<file path="src/verilog/rpg_pkg.sv">
// rpg_pkg: offsets, layouts and reset values of the rail power-good and fault status registers
// assumes: 8-bit register space reached through the device's register port, one clock
package rpg_pkg;
    localparam int          DATA_W          = 8;     // register width
    localparam int          ADDR_W          = 8;     // register address width
    localparam logic [7:0]  GOOD_A_OFFSET   = 8'hb0; // rail_good_status_a
    localparam logic [7:0]  GOOD_B_OFFSET   = 8'hb1; // rail_good_status_b
    localparam logic [7:0]  FAULT_A_OFFSET  = 8'hb2; // rail_fault_status_a
    localparam logic [7:0]  FAULT_B_OFFSET  = 8'hb3; // rail_fault_status_b
    localparam logic [7:0]  GOOD_A_RESET    = 8'h00;
    localparam logic [7:0]  GOOD_B_RESET    = 8'h00;
    localparam logic [7:0]  FAULT_A_RESET   = 8'h00;
    localparam logic [7:0]  FAULT_B_RESET   = 8'h00;
    localparam logic [7:0]  GOOD_A_MASK     = 8'hff; // all eight bits live
    localparam logic [7:0]  GOOD_B_MASK     = 8'h3f; // bits 7:6 reserved
    localparam logic [7:0]  FAULT_A_MASK    = 8'hff; // all eight bits live
    localparam logic [7:0]  FAULT_B_MASK    = 8'h1f; // bits 7:5 reserved
    localparam logic [7:0]  READ_ZERO       = 8'h00; // unmapped and reserved reads
endpackage

</file>
<file path="src/verilog/rpg_sticky_flags.sv">
// rpg_sticky_flags: one bank of sticky fault flags with write-one-to-clear
// assumes: set inputs are synchronous to i_clk, clear is a one-cycle write strobe
`timescale 1ns/1ps
module rpg_sticky_flags #(
    parameter int         WIDTH      = 8,
    parameter logic [7:0] LIVE_MASK  = 8'hff,
    parameter logic [7:0] RESET_VAL  = 8'h00
) (
    input  wire logic              i_clk,
    input  wire logic              i_reset_n,
    input  wire logic [WIDTH-1:0]  i_set,       // fault events, one per rail
    input  wire logic              i_clear_we,  // host write strobe to this register
    input  wire logic [WIDTH-1:0]  i_clear_dat, // host write data, ones clear
    output logic      [WIDTH-1:0]  o_flags      // sticky flags
);
    logic [WIDTH-1:0] next_flags; // next sticky value

    // ones in write data clear, zeros keep; set beats clear
    always_comb
    begin
        next_flags = o_flags;
        if (i_clear_we)
        begin
            next_flags = next_flags & ~i_clear_dat;
        end
        next_flags = (next_flags | i_set) & LIVE_MASK[WIDTH-1:0];
    end

    // registers only
    always_ff @(posedge i_clk or negedge i_reset_n)
    begin
        if (!i_reset_n)
        begin
            o_flags <= RESET_VAL[WIDTH-1:0];
        end
        else
        begin
            o_flags <= next_flags;
        end
    end
endmodule // rpg_sticky_flags

</file>
<file path="src/verilog/rpg_status_bank.sv">
// rpg_status_bank: power-good status registers for all rails, sticky power-fault status for all but the five-volt ldo
// assumes: rail regulation comparators arrive asynchronously; register port is synchronous
`timescale 1ns/1ps
module rpg_status_bank (
    input  wire logic                          i_clk,
    input  wire logic                          i_reset_n,
    input  wire logic [7:0]                    i_rail_in_reg_a, // raw in-regulation, bank a layout
    input  wire logic [5:0]                    i_rail_in_reg_b, // raw in-regulation, bank b layout
    input  wire logic                          i_reg_wr,        // register write strobe
    input  wire logic                          i_reg_rd,        // register read strobe
    input  wire logic [rpg_pkg::ADDR_W-1:0]    i_reg_addr,      // register address
    input  wire logic [rpg_pkg::DATA_W-1:0]    i_reg_wdata,     // write data
    output logic      [rpg_pkg::DATA_W-1:0]    o_reg_rdata,     // read data, registered
    output logic                               o_reg_rvalid,    // read data valid pulse
    output logic      [7:0]                    o_good_a,        // rail_good_status_a
    output logic      [7:0]                    o_good_b,        // rail_good_status_b
    output logic      [7:0]                    o_fault_a,       // rail_fault_status_a
    output logic      [7:0]                    o_fault_b        // rail_fault_status_b
);
    ////////////////////////////////////////////////////////////////////////////////
    // synchronisers and loss-of-regulation edges
    logic [13:0] sync1;       // first stage, read only by sync2
    logic [13:0] sync2;       // second stage
    logic [13:0] next_sync1;
    logic [13:0] next_sync2;
    logic [13:0] good_now;    // synchronised live status
    logic [13:0] lost;        // falling edge of regulation
    logic [7:0]  next_good_a;
    logic [7:0]  next_good_b;

    logic [13:0] held_good;   // previous synchronised status as held in the registers

    assign held_good = {o_good_b[5:0], o_good_a};
    assign good_now  = sync2;
    // a fault is a good rail dropping out; a rail that never came up is not a fault
    assign lost      = held_good & ~good_now;

    // next values of synchroniser and live good registers
    always_comb
    begin
        next_sync1  = {i_rail_in_reg_b, i_rail_in_reg_a};
        next_sync2  = sync1;
        next_good_a = good_now[7:0] & rpg_pkg::GOOD_A_MASK;
        next_good_b = {2'b00, good_now[13:8]} & rpg_pkg::GOOD_B_MASK;
    end

    // registers only; good registers ignore writes entirely
    always_ff @(posedge i_clk or negedge i_reset_n)
    begin
        if (!i_reset_n)
        begin
            sync1    <= 14'h0000;
            sync2    <= 14'h0000;
            o_good_a <= rpg_pkg::GOOD_A_RESET;
            o_good_b <= rpg_pkg::GOOD_B_RESET;
        end
        else
        begin
            sync1    <= next_sync1;
            sync2    <= next_sync2;
            o_good_a <= next_good_a;
            o_good_b <= next_good_b;
        end
    end

    ////////////////////////////////////////////////////////////////////////////////
    // sticky fault banks
    logic wr_fault_a; // write strobe decoded to fault a
    logic wr_fault_b; // write strobe decoded to fault b
    assign wr_fault_a = i_reg_wr && (i_reg_addr == rpg_pkg::FAULT_A_OFFSET);
    assign wr_fault_b = i_reg_wr && (i_reg_addr == rpg_pkg::FAULT_B_OFFSET);

    // bank a: ldo a2, switch a, six step-down rails
    rpg_sticky_flags #(
        .WIDTH     (8),
        .LIVE_MASK (rpg_pkg::FAULT_A_MASK),
        .RESET_VAL (rpg_pkg::FAULT_A_RESET)
    ) u_fault_a (
        .i_clk       (i_clk),
        .i_reset_n   (i_reset_n),
        .i_set       (lost[7:0]),
        .i_clear_we  (wr_fault_a),
        .i_clear_dat (i_reg_wdata),
        .o_flags     (o_fault_a)
    );

    // bank b: five rails; the five-volt ldo has no fault bit
    rpg_sticky_flags #(
        .WIDTH     (8),
        .LIVE_MASK (rpg_pkg::FAULT_B_MASK),
        .RESET_VAL (rpg_pkg::FAULT_B_RESET)
    ) u_fault_b (
        .i_clk       (i_clk),
        .i_reset_n   (i_reset_n),
        .i_set       ({3'b000, lost[12:8]}),
        .i_clear_we  (wr_fault_b),
        .i_clear_dat (i_reg_wdata),
        .o_flags     (o_fault_b)
    );

    ////////////////////////////////////////////////////////////////////////////////
    // read port: one cycle after the strobe, unmapped reads zero
    logic [7:0] next_rdata;
    logic       next_rvalid;

    // read mux
    always_comb
    begin
        next_rdata  = o_reg_rdata;
        next_rvalid = i_reg_rd;
        if (i_reg_rd)
        begin
            unique case (i_reg_addr)
                rpg_pkg::GOOD_A_OFFSET:  next_rdata = o_good_a;
                rpg_pkg::GOOD_B_OFFSET:  next_rdata = o_good_b;
                rpg_pkg::FAULT_A_OFFSET: next_rdata = o_fault_a;
                rpg_pkg::FAULT_B_OFFSET: next_rdata = o_fault_b;
                default:                 next_rdata = rpg_pkg::READ_ZERO;
            endcase
        end
    end

    // registers only
    always_ff @(posedge i_clk or negedge i_reset_n)
    begin
        if (!i_reset_n)
        begin
            o_reg_rdata  <= rpg_pkg::READ_ZERO;
            o_reg_rvalid <= 1'b0;
        end
        else
        begin
            o_reg_rdata  <= next_rdata;
            o_reg_rvalid <= next_rvalid;
        end
    end

    ////////////////////////////////////////////////////////////////////////////////
    // assertions
    property p_good_follows;
        @(posedge i_clk) disable iff (!i_reset_n)
        ##1 ({o_good_b[5:0], o_good_a} == $past(sync2));
    endproperty
    a_good_follows: assert property (p_good_follows) else $error("good bits do not follow rails");

    property p_good_reserved;
        @(posedge i_clk) disable iff (!i_reset_n)
        o_good_b[7:6] == 2'b00;
    endproperty
    a_good_reserved: assert property (p_good_reserved) else $error("good reserved bits set");

    property p_good_off;
        @(posedge i_clk) disable iff (!i_reset_n)
        (sync2[0] == 1'b0) |=> (o_good_a[0] == 1'b0);
    endproperty
    a_good_off: assert property (p_good_off) else $error("good bit high while rail out");

    property p_fault_sets;
        @(posedge i_clk) disable iff (!i_reset_n)
        lost[7:0] != 8'h00 |=> ((o_fault_a & $past(lost[7:0])) == $past(lost[7:0]));
    endproperty
    a_fault_sets: assert property (p_fault_sets) else $error("fault a not set on loss");

    property p_fault_holds;
        @(posedge i_clk) disable iff (!i_reset_n)
        !wr_fault_a |=> ((o_fault_a & $past(o_fault_a)) == $past(o_fault_a));
    endproperty
    a_fault_holds: assert property (p_fault_holds) else $error("fault a dropped without clear");

    property p_fault_clears;
        @(posedge i_clk) disable iff (!i_reset_n)
        wr_fault_b |=> ((o_fault_b & $past(i_reg_wdata) & ~{3'b000, $past(lost[12:8])}) == 8'h00);
    endproperty
    a_fault_clears: assert property (p_fault_clears) else $error("fault b not cleared by one");

    property p_set_wins;
        @(posedge i_clk) disable iff (!i_reset_n)
        (wr_fault_a && lost[0]) |=> o_fault_a[0];
    endproperty
    a_set_wins: assert property (p_set_wins) else $error("clear beat a new fault");

    property p_fault_reserved;
        @(posedge i_clk) disable iff (!i_reset_n)
        o_fault_b[7:5] == 3'b000;
    endproperty
    a_fault_reserved: assert property (p_fault_reserved) else $error("fault reserved bits set");

    property p_unmapped_zero;
        @(posedge i_clk) disable iff (!i_reset_n)
        (i_reg_rd && (i_reg_addr < rpg_pkg::GOOD_A_OFFSET || i_reg_addr > rpg_pkg::FAULT_B_OFFSET))
            |=> (o_reg_rvalid && o_reg_rdata == 8'h00);
    endproperty
    a_unmapped_zero: assert property (p_unmapped_zero) else $error("unmapped read not zero");

    property p_read_fault;
        @(posedge i_clk) disable iff (!i_reset_n)
        (i_reg_rd && i_reg_addr == rpg_pkg::FAULT_A_OFFSET) |=> (o_reg_rdata == $past(o_fault_a));
    endproperty
    a_read_fault: assert property (p_read_fault) else $error("fault a read wrong");

    // bank b rails out of regulation must read zero one edge later
    property p_good_b_off;
        @(posedge i_clk) disable iff (!i_reset_n)
        (sync2[13:8] == 6'h00) |=> (o_good_b == 8'h00);
    endproperty
    a_good_b_off: assert property (p_good_b_off) else $error("good b bits high while rails out");

    // zeros in a clear write leave recorded faults in place
    property p_zero_keeps;
        @(posedge i_clk) disable iff (!i_reset_n)
        wr_fault_b |=> ((o_fault_b & $past(o_fault_b & ~i_reg_wdata)) == $past(o_fault_b & ~i_reg_wdata));
    endproperty
    a_zero_keeps: assert property (p_zero_keeps) else $error("zero write cleared a fault");

    c_fault_seen:  cover property (@(posedge i_clk) disable iff (!i_reset_n) o_fault_a != 8'h00);
    c_clear_done:  cover property (@(posedge i_clk) disable iff (!i_reset_n) o_fault_b[0] ##1 !o_fault_b[0]);
    c_set_and_clr: cover property (@(posedge i_clk) disable iff (!i_reset_n) wr_fault_a && lost[0]);
endmodule // rpg_status_bank

</file>
<file path="config.mk">
export PLATFORM = sky130hd
export DESIGN_NAME = rpg_status_bank
export DESIGN_NICKNAME = d
export VERILOG_FILES = /design/src/verilog/rpg_pkg.sv /design/src/verilog/rpg_sticky_flags.sv /design/src/verilog/rpg_status_bank.sv
export SDC_FILE = /design/constraint.sdc
export NUM_CORES = 1
export LEC_CHECK = 0
export ABC_AREA = 1
export BUFFER_PORTS_ARGS = -buffer_cell sky130_fd_sc_hd__buf_2
export CAP_MARGIN = 20
export CELL_PAD_IN_SITES_DETAIL_PLACEMENT = 0
export CELL_PAD_IN_SITES_GLOBAL_PLACEMENT = 2
export CORE_ASPECT_RATIO = 0.75
export CORE_MARGIN = 2
export CORE_UTILIZATION = 30
export CTS_CLUSTER_DIAMETER = 50
export CTS_CLUSTER_SIZE = 12
export DETAILED_ROUTE_END_ITERATION = 10
export MAX_ROUTING_LAYER = met4
export PLACE_DENSITY = 0.79
export RECOVER_POWER = 50
export SYNTH_ARGS = -nofsm -noshare
export SYNTH_HDL_FRONTEND = slang
export SYNTH_HIERARCHICAL = 1
export SYNTH_SLANG_ARGS = --single-unit
</file>
<file path="constraint.sdc">
create_clock -name i_clk -period 0.8 [get_ports i_clk]
set_input_delay 0.16 -clock i_clk [delete_from_list [all_inputs] [get_ports i_clk]]
set_output_delay 0.16 -clock i_clk [all_outputs]
set_load 0.1 [all_outputs]
</file>
Yosys cells after proc, flatten, opt, wreduce, memory -nomap -nowiden
Cells that the tools add are included.
W data, S select, Z words.
Word-level totals
  bits in read-only memories: 0
  latch bits: 0
  memories kept: 0
  logic and storage cells: 24
  register bits: 64
  output and inout bits: 41
  bits of input ports: 34
  RAM bits: 0
Operators by class
  $lt $le $gt $ge: 0
  $add $sub $neg: 0
  multiplexer cells: 3
  div/mod/pow operators: 0
  equality and inequality tests: 4
  bitwise gates (word level): 7
  multiply operators: 0
  reductions and logical operators: 2
  shift operators: 0
Operators with widths (count)
  $eq A8 B8 Y1 const B: 4
  $pmux W8 S4: 1
  $and A13 B13 Y13: 1
  $not A13 Y13: 1
  $and A8 B8 Y8: 1
  $mux W8: 1
  $not A8 Y8: 1
  $or A8 B8 Y8: 1
  $and A5 B5 Y5: 1
  $mux W5: 1
  $or A5 B5 Y5: 1
  $logic_and A1 B1 Y1: 2

Depth between registers and ports, before layout
Gate-level depths: netlist (run 1).
  depth in word-level cells: 4
  depth in mapped cells: 10
  mapped depth without buffers: 8

By module
The synthesis (run 1) kept the hierarchy.
By module, submodules not included
  rpg_status_bank: area each 1891.8 um2, instances 1, cells an instance 174, seq. area each 1276.2 um2
  rpg_sticky_flags at u_fault_a: area each 325.3 um2, instances 1, cells an instance 41, seq. area each 200.2 um2
  rpg_sticky_flags at u_fault_b: area each 226.5 um2, instances 1, cells an instance 29, seq. area each 125.1 um2

Worst setup path before layout (run 1)
Ideal clock, no wire load.
  kind: register to register
  from: register u_fault_a.o_flags[0]
  to: register o_reg_rdata[0] (netlist name)
  period minus slack after synthesis: 1323 ps
  arrival: 1255 ps
  required time: 732 ps
  path buffers: 0
  stages on the path, launching flop included: 5
  path slack: -523 ps
  setup time: 68 ps
  path through: dfrtp_1 > nand3_1 > nand2_1 > o21ai_1 > nand2_1
Between the ends
  longest elaborated chain between the ends: 1
Ends and longest elaborated chain
  start, declared: line rpg_sticky_flags.sv:14  | output logic [WIDTH-1:0] o_flags
  start signal, assigned: line rpg_sticky_flags.sv:34  | o_flags <= RESET_VAL[WIDTH-1:0];
  start signal, assigned: line rpg_sticky_flags.sv:38  | o_flags <= next_flags;
  $pmux W8 S4: line rpg_status_bank.sv:113  | unique case (i_reg_addr)
  end signal, assigned: line rpg_status_bank.sv:128  | o_reg_rdata <= rpg_pkg::READ_ZERO;
  end signal, assigned: line rpg_status_bank.sv:133  | o_reg_rdata <= next_rdata;
  end, declared: line rpg_status_bank.sv:13  | output logic [rpg_pkg::DATA_W-1:0] o_reg_rdata,
Every way passes these cells.
A chain may end at the register's enable or synchronous reset.

Worst setup path in the final report (run 1)
  from: register u_fault_a.o_flags[4]
  to: output o_fault_a[4]
RTL lines
  end, declared: line rpg_status_bank.sv:17  | output logic [7:0] o_fault_a,
No word-level cell between the ends.

==> results of run 1 <==
repair_timing:
item	in CTS	in global routing
endpoints found under the hold margin	78	0
gates resized for setup	52	22
buffers inserted	28	7
pin swaps	25	28
hold buffers	15	0
setup endpoints to repair	53	57
tightest hold or removal path, stage by stage:
cell	delay, ns
buf_2	0.08
nand2_1	0.04
nand2_1	0.05
nand2_1	0.05
registers in the layout, indices dropped and copies added (netlist names):
| signal | cells |
|---|---|
| good_now | 14 |
| next_sync2 | 14 |
| o_good_a | 8 |
| o_reg_rdata | 8 |
| u_fault_a/o_flags | 8 |
| o_good_b | 6 |
| u_fault_b/o_flags | 5 |
| o_reg_rvalid | 1 |
cell usage after synthesis:
master   number  share of area (%)
nor2_4        2               0.92
o21ai_1       6                1.2
nand2_2       2               0.51
inv_1        30                4.6
buf_4         5                1.5
buf_2         1               0.20
nor2_8        3                2.5
nor2_1       15                2.3
inv_2         3               0.46
nand2_4       1               0.46
buf_6         3                1.4
dfrtp_1      64                 66
conb_1        2               0.31
nand3_1      32                6.6
nand2_1      75                 12
final cells by class:
| type | count | area (sq um) |
|---|---|---|
| multi-input cells | 141 | 801 |
| repair buffers | 128 | 1480 |
| well taps | 105 | 131 |
| clock buffers | 9 | 124 |
| flip-flops and latches | 64 | 1740 |
| fillers | 704 | 3420 |
| clock inverters | 7 | 48.8 |
| inverters | 33 | 140 |
power by group:
part           switching [W]  total [W]  internal [W]
registers          0.0000861    0.00347       0.00338
clock network        0.00129    0.00240       0.00111
logic               0.000752    0.00120      0.000444
total                0.00213    0.00706       0.00494
routing by layer:
layer,GRT usage (%),wire length (um),share of wire (%),up-vias
met5,-,0,0,-
met4,5.38,90,1.4,0
met3,4.71,403,6.4,11
met2,22.6,2880,46,56
met1,21.1,2880,46,977
li1,-,-,-,996
worst max-delay path by stage:
stage / startpoint / end / slack, ns / cells after the start
2_1_floorplan: u_fault_a/o_flags[0] / o_reg_rdata[0] / -0.26 / 4
3_3_place_gp: i_reg_addr[6] / u_fault_a/o_flags[0] / -0.40 / 10
3_5_place_dp: i_reg_addr[0] / u_fault_a/o_flags[1] / -0.41 / 10
4_1_cts: u_fault_a/o_flags[4] / o_fault_a[4] / -0.40 / 1
5_1_grt: u_fault_a/o_flags[3] / o_fault_a[3] / -0.42 / 1
6_report: u_fault_a/o_flags[4] / o_fault_a[4] / -0.39 / 1
through the flow:
| stage | util [%] | instances |
|---|---|---|
| floorplan | - | 247 |
| global placement | 46.8 | 426 |
| detailed placement | 46.8 | 426 |
| CTS | 55.6 | 485 |
| global route | 56.6 | 487 |
| finish | 56.6 | 487 |
cell families (layout without fill, tap and decap cells):
logic type,count (synthesis),count (layout),share of synthesized area (%)
buffers and inverters,42,177,8.19
AO/OA/AOI/OAI,6,6,1.23
flip-flops,64,64,65.5
other,2,5,0.307
AND/OR/NAND/NOR,130,130,24.7
==> run_results.csv, run 1 <==
group,metric,value,unit
timing,fin_ws,-0.385,ns
worst_setup_path,worstSetupPathType,"flip-flop to output pin",
cts,cts-root-buf,"clkbuf_8",
routing,antenna_left,0,
placement,hpwl,4.15,mm
grt,grt_pass1_wl,9.87,mm
placement,placed_area,0.00369,sq mm
routing,vias,2040,
timing,hold_ws,0.0636,ns
placement,port_buffers,69,
grt,grt_pass1_vias,1963,
timing,rsz0062_at_grt,"yes",
timing,hold_violations,0,
floorplan,dieHeight,82.2,um
timing,maxSlewViolCount,0,
power,peakVddDrop,1.11,mV
power,leakage,2.12,nW
routing,dr.pass1.iters,4,
cts,clock_latency,0.34,ns
worst_setup_path,r2r-end,"o_reg_rdata[2]",
cts,cts_tree,"built",
outcome,run_status,"complete, but fails checks",
power,p_total,0.00706,W
timing,setup_viol,57,
worst_setup_path,slowest_delay,0.51,ns
worst_setup_path,worst-r2r-cell-count,5,
worst_setup_path,timing.rr.start,"u_fault_a/o_flags[2]",
cts,cts_made_buffers,9,
worst_hold_path,hp-class,"primary input to flip-flop",
worst_setup_path,cp_max_fo,3,
yosys,ys_warn_count,6,
worst_setup_path,arrival,1.03,ns
grt,grt.overflow.total,0,
job,cap_viol_max_count,0,
finish,layout_commonest_cell,"nand2_1",
routing,drt_wl_total,6.25,mm
grt,grt_max_degree,65,
floorplan,core-area,0.00788,sq mm
finish,final_cell_mix,"nand2_1 (72), buf_12 (37), dfrtp_4 (36)",
yosys,ys_ff_latch,64,
floorplan,die-area,0.00889,sq mm
worst_hold_path,hold_path_depth,4,
cts,ctsHtreeMaxLevel,3,
placement,gp_congestion,0.769,
worst_setup_path,rrSetupSlack,-0.25,ns
yosys,syn_inst,244,
finish,layout.nets,411,
timing,fin_tns_setup,-16.51,ns
timing,fmax,844,MHz
outcome,violations,"negative setup slack",
routing,drtIter0Drc,56,
worst_hold_path,hold_start,"i_reg_wdata[6]",
timing,fin_worst_skew,0.00534,ns
floorplan,start_util,31.0,%
finish,syn_to_final_growth,82.5,%
worst_setup_path,slowest_stage,"dfrtp_4",
yosys,syn-cell-area,0.00244,sq mm
routing,wire_per_inst,12.8,um
worst_setup_path,crit_family,"flip-flops",
floorplan,die_w,108,um
yosys,synth.distinct_cells,15,
placement,dpl_worst_slack,-0.409,ns
finish,n_antenna_cell,0,
timing,period_share,148,%
worst_setup_path,crit_required,0.64,ns
cts,numClockSinks,64,
floorplan,num_rows,28,
worst_setup_path,path_cells,"buf_12",
worst_setup_path,crit_buf_inv,1,
routing,route.detailed.drc,0,
grt,grt.total_usage,15.7,%
worst_setup_path,critPathLaunchType,"flip-flop",
yosys,yosysSeqAreaShare,65.5,%
finish,drive_above_1_share,57.1,%
yosys,syn_avg_cell_area,10.0,sq um
worst_setup_path,cp-end-kind,"output pin",
cts,clk_pin_slew,0.07,ns
worst_hold_path,worstHoldEndpoint,"u_fault_a/o_flags[6]",
finish,stdcell_area,0.00446,sq mm
routing,viasPerCell,4.19,
floorplan,io_pins,75,
timing,finalCriticalPeriod,1.19,ns
power,powerDensity,1580,mW/mm^2
grt,antenna_found_initial,0,
cts,clockBufferDepth,2,
(Power assumes the default switching activity.)
==> run 2: changes to the inputs <==
--- a/config.mk
+++ b/config.mk
@@ -8,16 +8,16 @@
 export ABC_AREA = 1
 export BUFFER_PORTS_ARGS = -buffer_cell sky130_fd_sc_hd__buf_2
 export CAP_MARGIN = 20
-export CELL_PAD_IN_SITES_DETAIL_PLACEMENT = 0
-export CELL_PAD_IN_SITES_GLOBAL_PLACEMENT = 2
+export CELL_PAD_IN_SITES_DETAIL_PLACEMENT = 1
+export CELL_PAD_IN_SITES_GLOBAL_PLACEMENT = 1
 export CORE_ASPECT_RATIO = 0.75
 export CORE_MARGIN = 2
-export CORE_UTILIZATION = 30
+export CORE_UTILIZATION = 38
 export CTS_CLUSTER_DIAMETER = 50
 export CTS_CLUSTER_SIZE = 12
 export DETAILED_ROUTE_END_ITERATION = 10
 export MAX_ROUTING_LAYER = met4
-export PLACE_DENSITY = 0.79
+export PLACE_DENSITY = 0.8
 export RECOVER_POWER = 50
 export SYNTH_ARGS = -nofsm -noshare
 export SYNTH_HDL_FRONTEND = slang
==> run 2 against run 1 <==
Effect of this change:
- synthesized cell count unchanged
- synthesized area did not move
- the run now fails in 5_1_grt
==> run_results.csv, run 2 <==
group,metric,value,unit
yosys,ys.flop_type,"dfrtp_1",
yosys,yosysSeqAreaShare,65.5,%
yosys,synth_top_area_cell,"dfrtp_1",
yosys,synthMuxAreaShare,0,%
timing,worstEndpointGrtRepair,"o_good_a[1]",
yosys,synth-compound-area-share,1.23,%
placement,dpl_worst_slack,-0.492,ns
yosys,synth_top_family_by_area,"simple AND/OR/NAND/NOR gates",
grt,grt_max_degree,65,
cts,cts_made_buffers,9,
cts,clockBufferDepth,2,
placement,hpwl,4.99,mm
yosys,syn_inst,244,
floorplan,start_util,39.1,%
placement,gp_congestion,0.881,
timing,endpoint_type,"output port",
outcome,run_status,"aborted with a tool error",
yosys,postSynth.asyncResetShare,100,%
placement,port_buffers,69,
yosys,synth_fa_ha_area_share,0,%
yosys,synth.top_cells.by_count,"nand2_1 (75), dfrtp_1 (64), nand3_1 (32), inv_1 (30), nor2_1 (15)",
outcome,haltStage,"5_1_grt",
cts,cts-root-buf,"clkbuf_8",
yosys,synth_edf_count,0,
yosys,synth_top_area_share,65.5,%
yosys,ys_ff_latch,64,
yosys,yosysMostFrequentCell,"nand2_1",
floorplan,io_pins,75,
floorplan,num_rows,25,
yosys,synth.area.top_cells,"dfrtp_1 (66%), nand2_1 (12%), nand3_1 (6.6%)",
yosys,synth.distinct_cells,15,
yosys,synth_xor_xnor_area_share,0,%
cts,numClockSinks,64,
yosys,syn-cell-area,0.00244,sq mm
yosys,yosys.area_share.simple,24.7,%
yosys,ys_warn_count,6,
floorplan,dieHeight,73.4,um
outcome,firstError,"[ERROR DPL-0033] detailed placement checks failed during check placement.",
yosys,syn_avg_cell_area,10.0,sq um
grt,antenna_found_initial,0,
floorplan,die_w,96.6,um
cts,ctsHtreeMaxLevel,3,
-- run 2: cell counts after synthesis --
Identical to the previous run, type by type.
-- run 2: stage by stage --
| stage | cell area (sq um) | cells | utilization (%) |
|---|---|---|---|
| after detailed placement | 3670 | 399 | 58.7 |
| after floorplan | 2630 | 247 | - |
| after global placement | 3670 | 399 | 58.7 |
| after CTS | 4490 | 461 | 71.8 |
-- run 2: repair_timing --
item | CTS
hold buffers | 15
pin swaps | 31
setup endpoints to repair | 57
resized for setup | 56
setup buffers | 31
endpoints found under the hold margin | 78
-- run 2: kinds of logic after synthesis --
kind of cell           after synthesis
buffers and inverters               42
AO/OA/AOI/OAI                        6
flip-flops                          64
AND/OR/NAND/NOR                    130
other                                2
==> run 3: changes to the inputs <==
--- a/config.mk
+++ b/config.mk
@@ -8,16 +8,10 @@
 export ABC_AREA = 1
 export BUFFER_PORTS_ARGS = -buffer_cell sky130_fd_sc_hd__buf_2
 export CAP_MARGIN = 20
-export CELL_PAD_IN_SITES_DETAIL_PLACEMENT = 1
-export CELL_PAD_IN_SITES_GLOBAL_PLACEMENT = 1
-export CORE_ASPECT_RATIO = 0.75
 export CORE_MARGIN = 2
-export CORE_UTILIZATION = 38
-export CTS_CLUSTER_DIAMETER = 50
-export CTS_CLUSTER_SIZE = 12
+export CORE_UTILIZATION = 40
 export DETAILED_ROUTE_END_ITERATION = 10
-export MAX_ROUTING_LAYER = met4
-export PLACE_DENSITY = 0.8
+export PLACE_DENSITY_LB_ADDON = 0.15
 export RECOVER_POWER = 50
 export SYNTH_ARGS = -nofsm -noshare
 export SYNTH_HDL_FRONTEND = slang
==> run 3 against run 2 <==
Effect of this change:
- the flow now finishes, with violations (negative setup slack)
==> run_results.csv, run 3 (same netlist as run 1, synthesis figures left out) <==
group,metric,value,unit
finish,final_core_util,75.8,%
worst_setup_path,worstSetupPathType,"flip-flop to output pin",
cts,cts-root-buf,"clkbuf_8",
power,leakage,2.14,nW
timing,rsz0062_at_grt,"yes",
cts,ctsHtreeMaxLevel,3,
grt,antenna_found_initial,0,
timing,fmax,846,MHz
floorplan,die-area,0.00675,sq mm
routing,drtIter0Drc,112,
cts,clock_latency,0.33,ns
routing,antenna_left,0,
routing,vias,2093,
worst_setup_path,slowest_stage,"dfrtp_4",
grt,grt_max_degree,65,
worst_setup_path,crit_required,0.64,ns
worst_setup_path,critPathLaunchType,"flip-flop",
floorplan,core-area,0.00592,sq mm
job,cap_viol_max_count,0,
worst_setup_path,slowest_delay,0.51,ns
finish,layout_commonest_cell,"nand2_1",
cts,clk_pin_slew,0.07,ns
routing,viasPerCell,4.60,
grt,grt_pass1_wl,9.83,mm
timing,finalCriticalPeriod,1.18,ns
floorplan,io_pins,75,
worst_setup_path,crit_family,"flip-flops",
finish,stdcell_area,0.00449,sq mm
timing,hold_violations,0,
floorplan,num_rows,28,
cts,cts_tree,"built",
outcome,run_status,"complete, but fails checks",
worst_setup_path,crit_buf_inv,1,
power,peakVddDrop,1.41,mV
worst_hold_path,hp-class,"primary input to flip-flop",
finish,final_cell_count_no_fill,455,
placement,hpwl,3.73,mm
routing,dr.pass1.iters,5,
placement,dp.cells,390,
worst_setup_path,arrival,1.02,ns
cts,cts_made_buffers,9,
grt,grt_pass1_vias,2086,
finish,syn_to_final_growth,83.7,%
timing,fin_worst_skew,0.00406,ns
timing,period_share,148,%
floorplan,start_util,41.3,%
finish,n_antenna_cell,0,
finish,final_cell_mix,"nand2_1 (68), buf_12 (38), dfrtp_4 (36)",
worst_setup_path,cp_max_fo,3,
cts,clockBufferDepth,2,
timing,maxSlewViolCount,0,
routing,drt_wl_total,6.47,mm
timing,fin_ws,-0.383,ns
timing,setup_viol,57,
floorplan,dieHeight,82.2,um
finish,drive_above_1_share,58.9,%
placement,placed_area,0.00362,sq mm
grt,grt.overflow.total,0,
routing,wire_per_inst,14.2,um
worst_setup_path,path_cells,"buf_12",
routing,route.detailed.drc,0,
grt,grt.total_usage,20.4,%
placement,port_buffers,69,
power,powerDensity,1710,mW/mm^2
worst_setup_path,cp-end-kind,"output pin",
floorplan,die_w,82.2,um
placement,gp_congestion,0.730,
finish,layout.nets,409,
outcome,violations,"negative setup slack",
cts,numClockSinks,64,
run 3: layout make-up:
| type | count | area [sq um] |
|---|---|---|
| Clock inverter | 3 | 65.1 |
| Sequential cell | 64 | 1740 |
| Multi-Input combinational cell | 141 | 828 |
| Clock buffer | 13 | 149 |
| Timing Repair Buffer | 126 | 1480 |
| Fill cell | 366 | 1430 |
| Inverter | 33 | 140 |
| Tap cell | 75 | 93.8 |
run 3: path summary, 6_finish.rpt:
check                                          start              endpoint  slack (ns)  cells after the start
worst min-delay path                  i_reg_wdata[7]  u_fault_a/o_flags[7]        0.06                      4
worst min register to register         next_sync2[2]           good_now[2]        0.35                      0
worst max-delay path            u_fault_a/o_flags[3]          o_fault_a[3]       -0.38                      1
worst max register to register  u_fault_a/o_flags[2]        o_reg_rdata[2]       -0.30                      5
min in group asynchronous                  i_reset_n           good_now[8]        0.39                      3
max in group asynchronous                  i_reset_n           o_good_a[0]        0.09                      3
run 3: through the flow:
| stage | setup slack (ns) | TNS (ns) | power, W | hold slack [ns] |
|---|---|---|---|---|
| finish | -0.383 | -16.77 | 0.00769 | 0.0551 |
| global route | -0.402 | -18.28 | 0.00795 | 0.0618 |
| CTS | -0.390 | -16.95 | 0.00769 | 0.0434 |
| detailed placement | -0.415 | -8.48 | 0.00453 | 0.195 |
| global placement | -0.405 | -8.15 | 0.00452 | 0.195 |
| floorplan | -0.264 | -4.99 | 0.00410 | -0.136 |
run 3: routing by layer:
layer / part of all wire, % / vias to the layer above / global-route usage, % / wire [um]
met4: 2.2 / 0 / 11.2 / 141
met3: 5.2 / 14 / 4.78 / 337
met5: 0 / - / 0 / 0
met1: 39 / 1017 / 24.3 / 2550
met2: 53 / 70 / 34.2 / 3440
li1: - / 992 / - / -
run 3: repair_timing:
item,4_1_cts,5_1_grt
setup buffers,29,6
hold endpoints to repair,78,0
setup endpoints to repair,56,57
hold buffers,15,0
pin swaps,22,21
resized for setup,52,29
run 3: where the power goes:
part | total (W) | internal (W) | switching (W)
Sequential | 0.00347 | 0.00338 | 0.0000895
Clock | 0.00302 | 0.00184 | 0.00118
Combinational | 0.00120 | 0.000443 | 0.000753
==> run 4: changes to the inputs <==
--- a/config.mk
+++ b/config.mk
@@ -5,12 +5,13 @@
 export SDC_FILE = /design/constraint.sdc
 export NUM_CORES = 1
 export LEC_CHECK = 0
-export ABC_AREA = 1
+export ABC_AREA = 0
 export BUFFER_PORTS_ARGS = -buffer_cell sky130_fd_sc_hd__buf_2
 export CAP_MARGIN = 20
 export CORE_MARGIN = 2
 export CORE_UTILIZATION = 40
 export DETAILED_ROUTE_END_ITERATION = 10
+export GPL_TIMING_DRIVEN = 0
 export PLACE_DENSITY_LB_ADDON = 0.15
 export RECOVER_POWER = 50
 export SYNTH_ARGS = -nofsm -noshare
==> run 4 against run 3 <==
Effect of this change:
- synthesized cell count shrank 43%
- final area decreased by 17%
- critical path type is now flip-flop to flip-flop
- worst hold slack lost 0.15 ns
- largest cell class unchanged
- the run ends with negative hold slack, negative setup slack left
- cell count shrank 29%
- total power is 9.1% lower
- register-to-register slack got worse by 0.16 ns
- clock power decreased by 17%
- largest power group unchanged
- worst setup slack worse by 0.082 ns
- flip-flop and latch count unchanged
- fmax decreased by 6.5%
==> run_results.csv, run 4 <==
group,metric,value,unit
yosys,synth_top_area_share,72.4,%
cts,cts_made_buffers,9,
cts,postCtsHoldBufs,15,
power,p_int,0.00514,W
yosys,yosysSeqAreaShare,72.4,%
finish,final_cell_mix,"dfrtp_4 (36), buf_2 (32), dfrtp_1 (28)",
worst_setup_path,r2r-end,"o_reg_rdata[1]",
timing,fin_ws,-0.465,ns
finish,n_antenna_cell,0,
placement,dpl_worst_slack,-0.728,ns
finish,syn_to_final_growth,68.3,%
power,peakVddDrop,1.39,mV
placement,gp_congestion,0.721,
finish,multi_input_area,599,sq um
yosys,synth_top_area_cell,"dfrtp_1",
floorplan,start_util,40.9,%
routing,met3_length,254,um
worst_setup_path,cp-end-kind,"flip-flop",
routing,drtIter0Drc,47,
worst_setup_path,worst-r2r-cell-count,2,
floorplan,num_rows,27,
worst_setup_path,timing.rr.start,"u_fault_b/o_flags[1]",
yosys,ys.flop_type,"dfrtp_1",
worst_setup_path,arrival,1.49,ns
routing,wire_per_inst,15.7,um
floorplan,io_pins,75,
floorplan,die_w,78.3,um
finish,num-fill-cells,385,
yosys,synth_edf_count,0,
worst_setup_path,critPathLaunchType,"flip-flop",
timing,finalCriticalPeriod,1.26,ns
grt,antenna_found_initial,0,
routing,vias,1517,
power,switchingPower,0.00185,W
worst_setup_path,worstSetupPathType,"flip-flop to flip-flop",
timing,hold_violations,31,
worst_setup_path,cp_max_fo,3,
finish,layout.nets,279,
power,swShare,26.4,%
cts,clockBufferDepth,2,
worst_setup_path,crit_required,1.02,ns
floorplan,core-area,0.00541,sq mm
yosys,syn_avg_cell_area,15.9,sq um
cts,clock_latency,0.33,ns
yosys,postSynth.asyncResetShare,100,%
power,leakage,1.59,nW
placement,port_buffers,69,
finish,layout.area.seq,0.00174,sq mm
timing,slew_headroom,46.9,%
worst_setup_path,rrSetupSlack,-0.46,ns
floorplan,dieHeight,78.3,um
grt,grt.overflow.total,0,
yosys,ys_warn_count,6,
routing,antenna_left,0,
timing,maxSlewViolCount,0,
timing,setup_viol,57,
yosys,syn_inst,139,
outcome,run_status,"complete, but fails checks",
yosys,yosysMostFrequentCell,"dfrtp_1",
yosys,synth.top_cells.by_count,"dfrtp_1 (64), a21o_1 (13), nand2_1 (13), nor2b_1 (13), a22o_1 (8)",
power,seqPwrFrac,49.5,%
cts,numClockSinks,64,
timing,period_share,158,%
routing,drt_wl_total,5.06,mm
yosys,syn-cell-area,0.00221,sq mm
grt,grt_pass1_vias,1689,
yosys,ys_ff_latch,64,
routing,drt-met1-wl,1.93,mm
outcome,violations,"negative hold slack, negative setup slack",
power,powerDensity,1880,mW/mm^2
cts,clk_pin_slew,0.07,ns
routing,route.detailed.drc,0,
job,cap_viol_max_count,0,
finish,layout_commonest_cell,"dfrtp_4",
cts,cts_tree,"built",
power,combPwrFrac,14.6,%
cts,cts-root-buf,"clkbuf_8",
yosys,synth.area.top_cells,"dfrtp_1 (72%), a21o_1 (4.4%), mux4_2 (4.1%)",
power,clkPwrFrac,35.8,%
routing,dr.pass1.iters,4,
routing,wl_met2,2.76,mm
timing,fin_worst_skew,0.00598,ns
routing,top_layer_used,"met4",
routing,viasPerCell,4.71,
finish,drive_above_1_share,62.4,%
floorplan,die-area,0.00614,sq mm
timing,rsz0062_at_grt,"yes",
placement,hpwl,3.31,mm
cts,ctsHtreeMaxLevel,3,
yosys,synth.distinct_cells,20,
worst_hold_path,hp-class,"primary input to asynchronous set/reset pin",
grt,grt_pass1_wl,8.16,mm
grt,grt_max_degree,34,
timing,fmax,791,MHz
timing,tightestPinTransition,0.797,ns
timing,hold_ws,-0.0999,ns
grt,grt.total_usage,18.3,%
[run 4: cell types whose count changed after synthesis, sizes merged, moves of 8 or more]
cell,change
nor2b,+13
a21o,+13
inv,-32
nand2,-65
a22o,+8
nand3,-30
nor2,-20
[run 4: stage by stage]
stage	power [W]	utilization, %	instances	instance area (sq um)	setup TNS [ns]
floorplan	0.00406	-	142	2350	-9.14
global placement	0.00429	51.6	283	2790	-59.18
detailed placement	0.00432	52.0	284	2810	-22.53
CTS	0.00702	66.9	321	3610	-20.28
global route	0.00726	68.8	322	3720	-21.10
finish	0.00699	68.8	322	3720	-19.31
[run 4: logic make-up after synthesis]
group | Yosys count | synth area share (%)
multiplexers | 8 | 7.36
AO/OA/AOI/OAI | 23 | 8.04
AND/OR/NAND/NOR | 33 | 8.89
other | 2 | 0.340
flip-flops | 64 | 72.4
buffers and inverters | 9 | 2.94
[run 4: layer usage]
layer	vias to the layer above	track usage, %
met5	-	0
met4	0	11.4
met3	12	5.17
met2	48	30.3
met1	772	21.0
li1	685	-
[run 4: worst max-delay path by stage]
stage / endpoint / depth (start not counted) / startpoint / slack (ns)
3_5_place_dp: u_fault_a/o_flags[6] / 7 / i_reg_addr[6] / -0.73
3_3_place_gp: o_good_a[1] / 1 / i_reset_n / -0.73
6_report: o_reg_rdata[1] / 2 / u_fault_b/o_flags[1] / -0.46
2_1_floorplan: o_reg_rdata[0] / 2 / u_fault_b/o_flags[0] / -0.59
4_1_cts: o_reg_rdata[5] / 2 / u_fault_a/o_flags[5] / -0.45
5_1_grt: o_reg_rdata[0] / 2 / u_fault_b/o_flags[0] / -0.48
[run 4: power by group through the flow]
stage / Clock (W) / Combinational, W / Sequential [W]
after global placement: 0 / 0.000791 / 0.00350
after global routing: 0.00271 / 0.00107 / 0.00347
after floorplan: 0 / 0.000233 / 0.00383
after detailed placement: 0 / 0.000813 / 0.00350
after CTS: 0.00255 / 0.00100 / 0.00346
final: 0.00251 / 0.00102 / 0.00346
[run 4: critical path, cell delays in order (launching register included)]
cell     delay [ns]
dfrtp_4        0.50
mux4_2         0.48
a22o_1         0.19
[run 4: layout make-up]
type                    count  area share, %
multi-input cells          69           16.1
plain buffers               8           1.98
flip-flops and latches     64           46.7
clock buffers              16           4.84
well taps                  72           2.42
inverters                   1          0.101
repair buffers             92           27.9
[run 4: timing repair]
item | in CTS | in global routing
setup endpoints to repair | 57 | 57
setup buffers | 6 | 1
resized for setup | 123 | 24
hold endpoints to repair | 46 | 31
pin swaps | 14 | 5
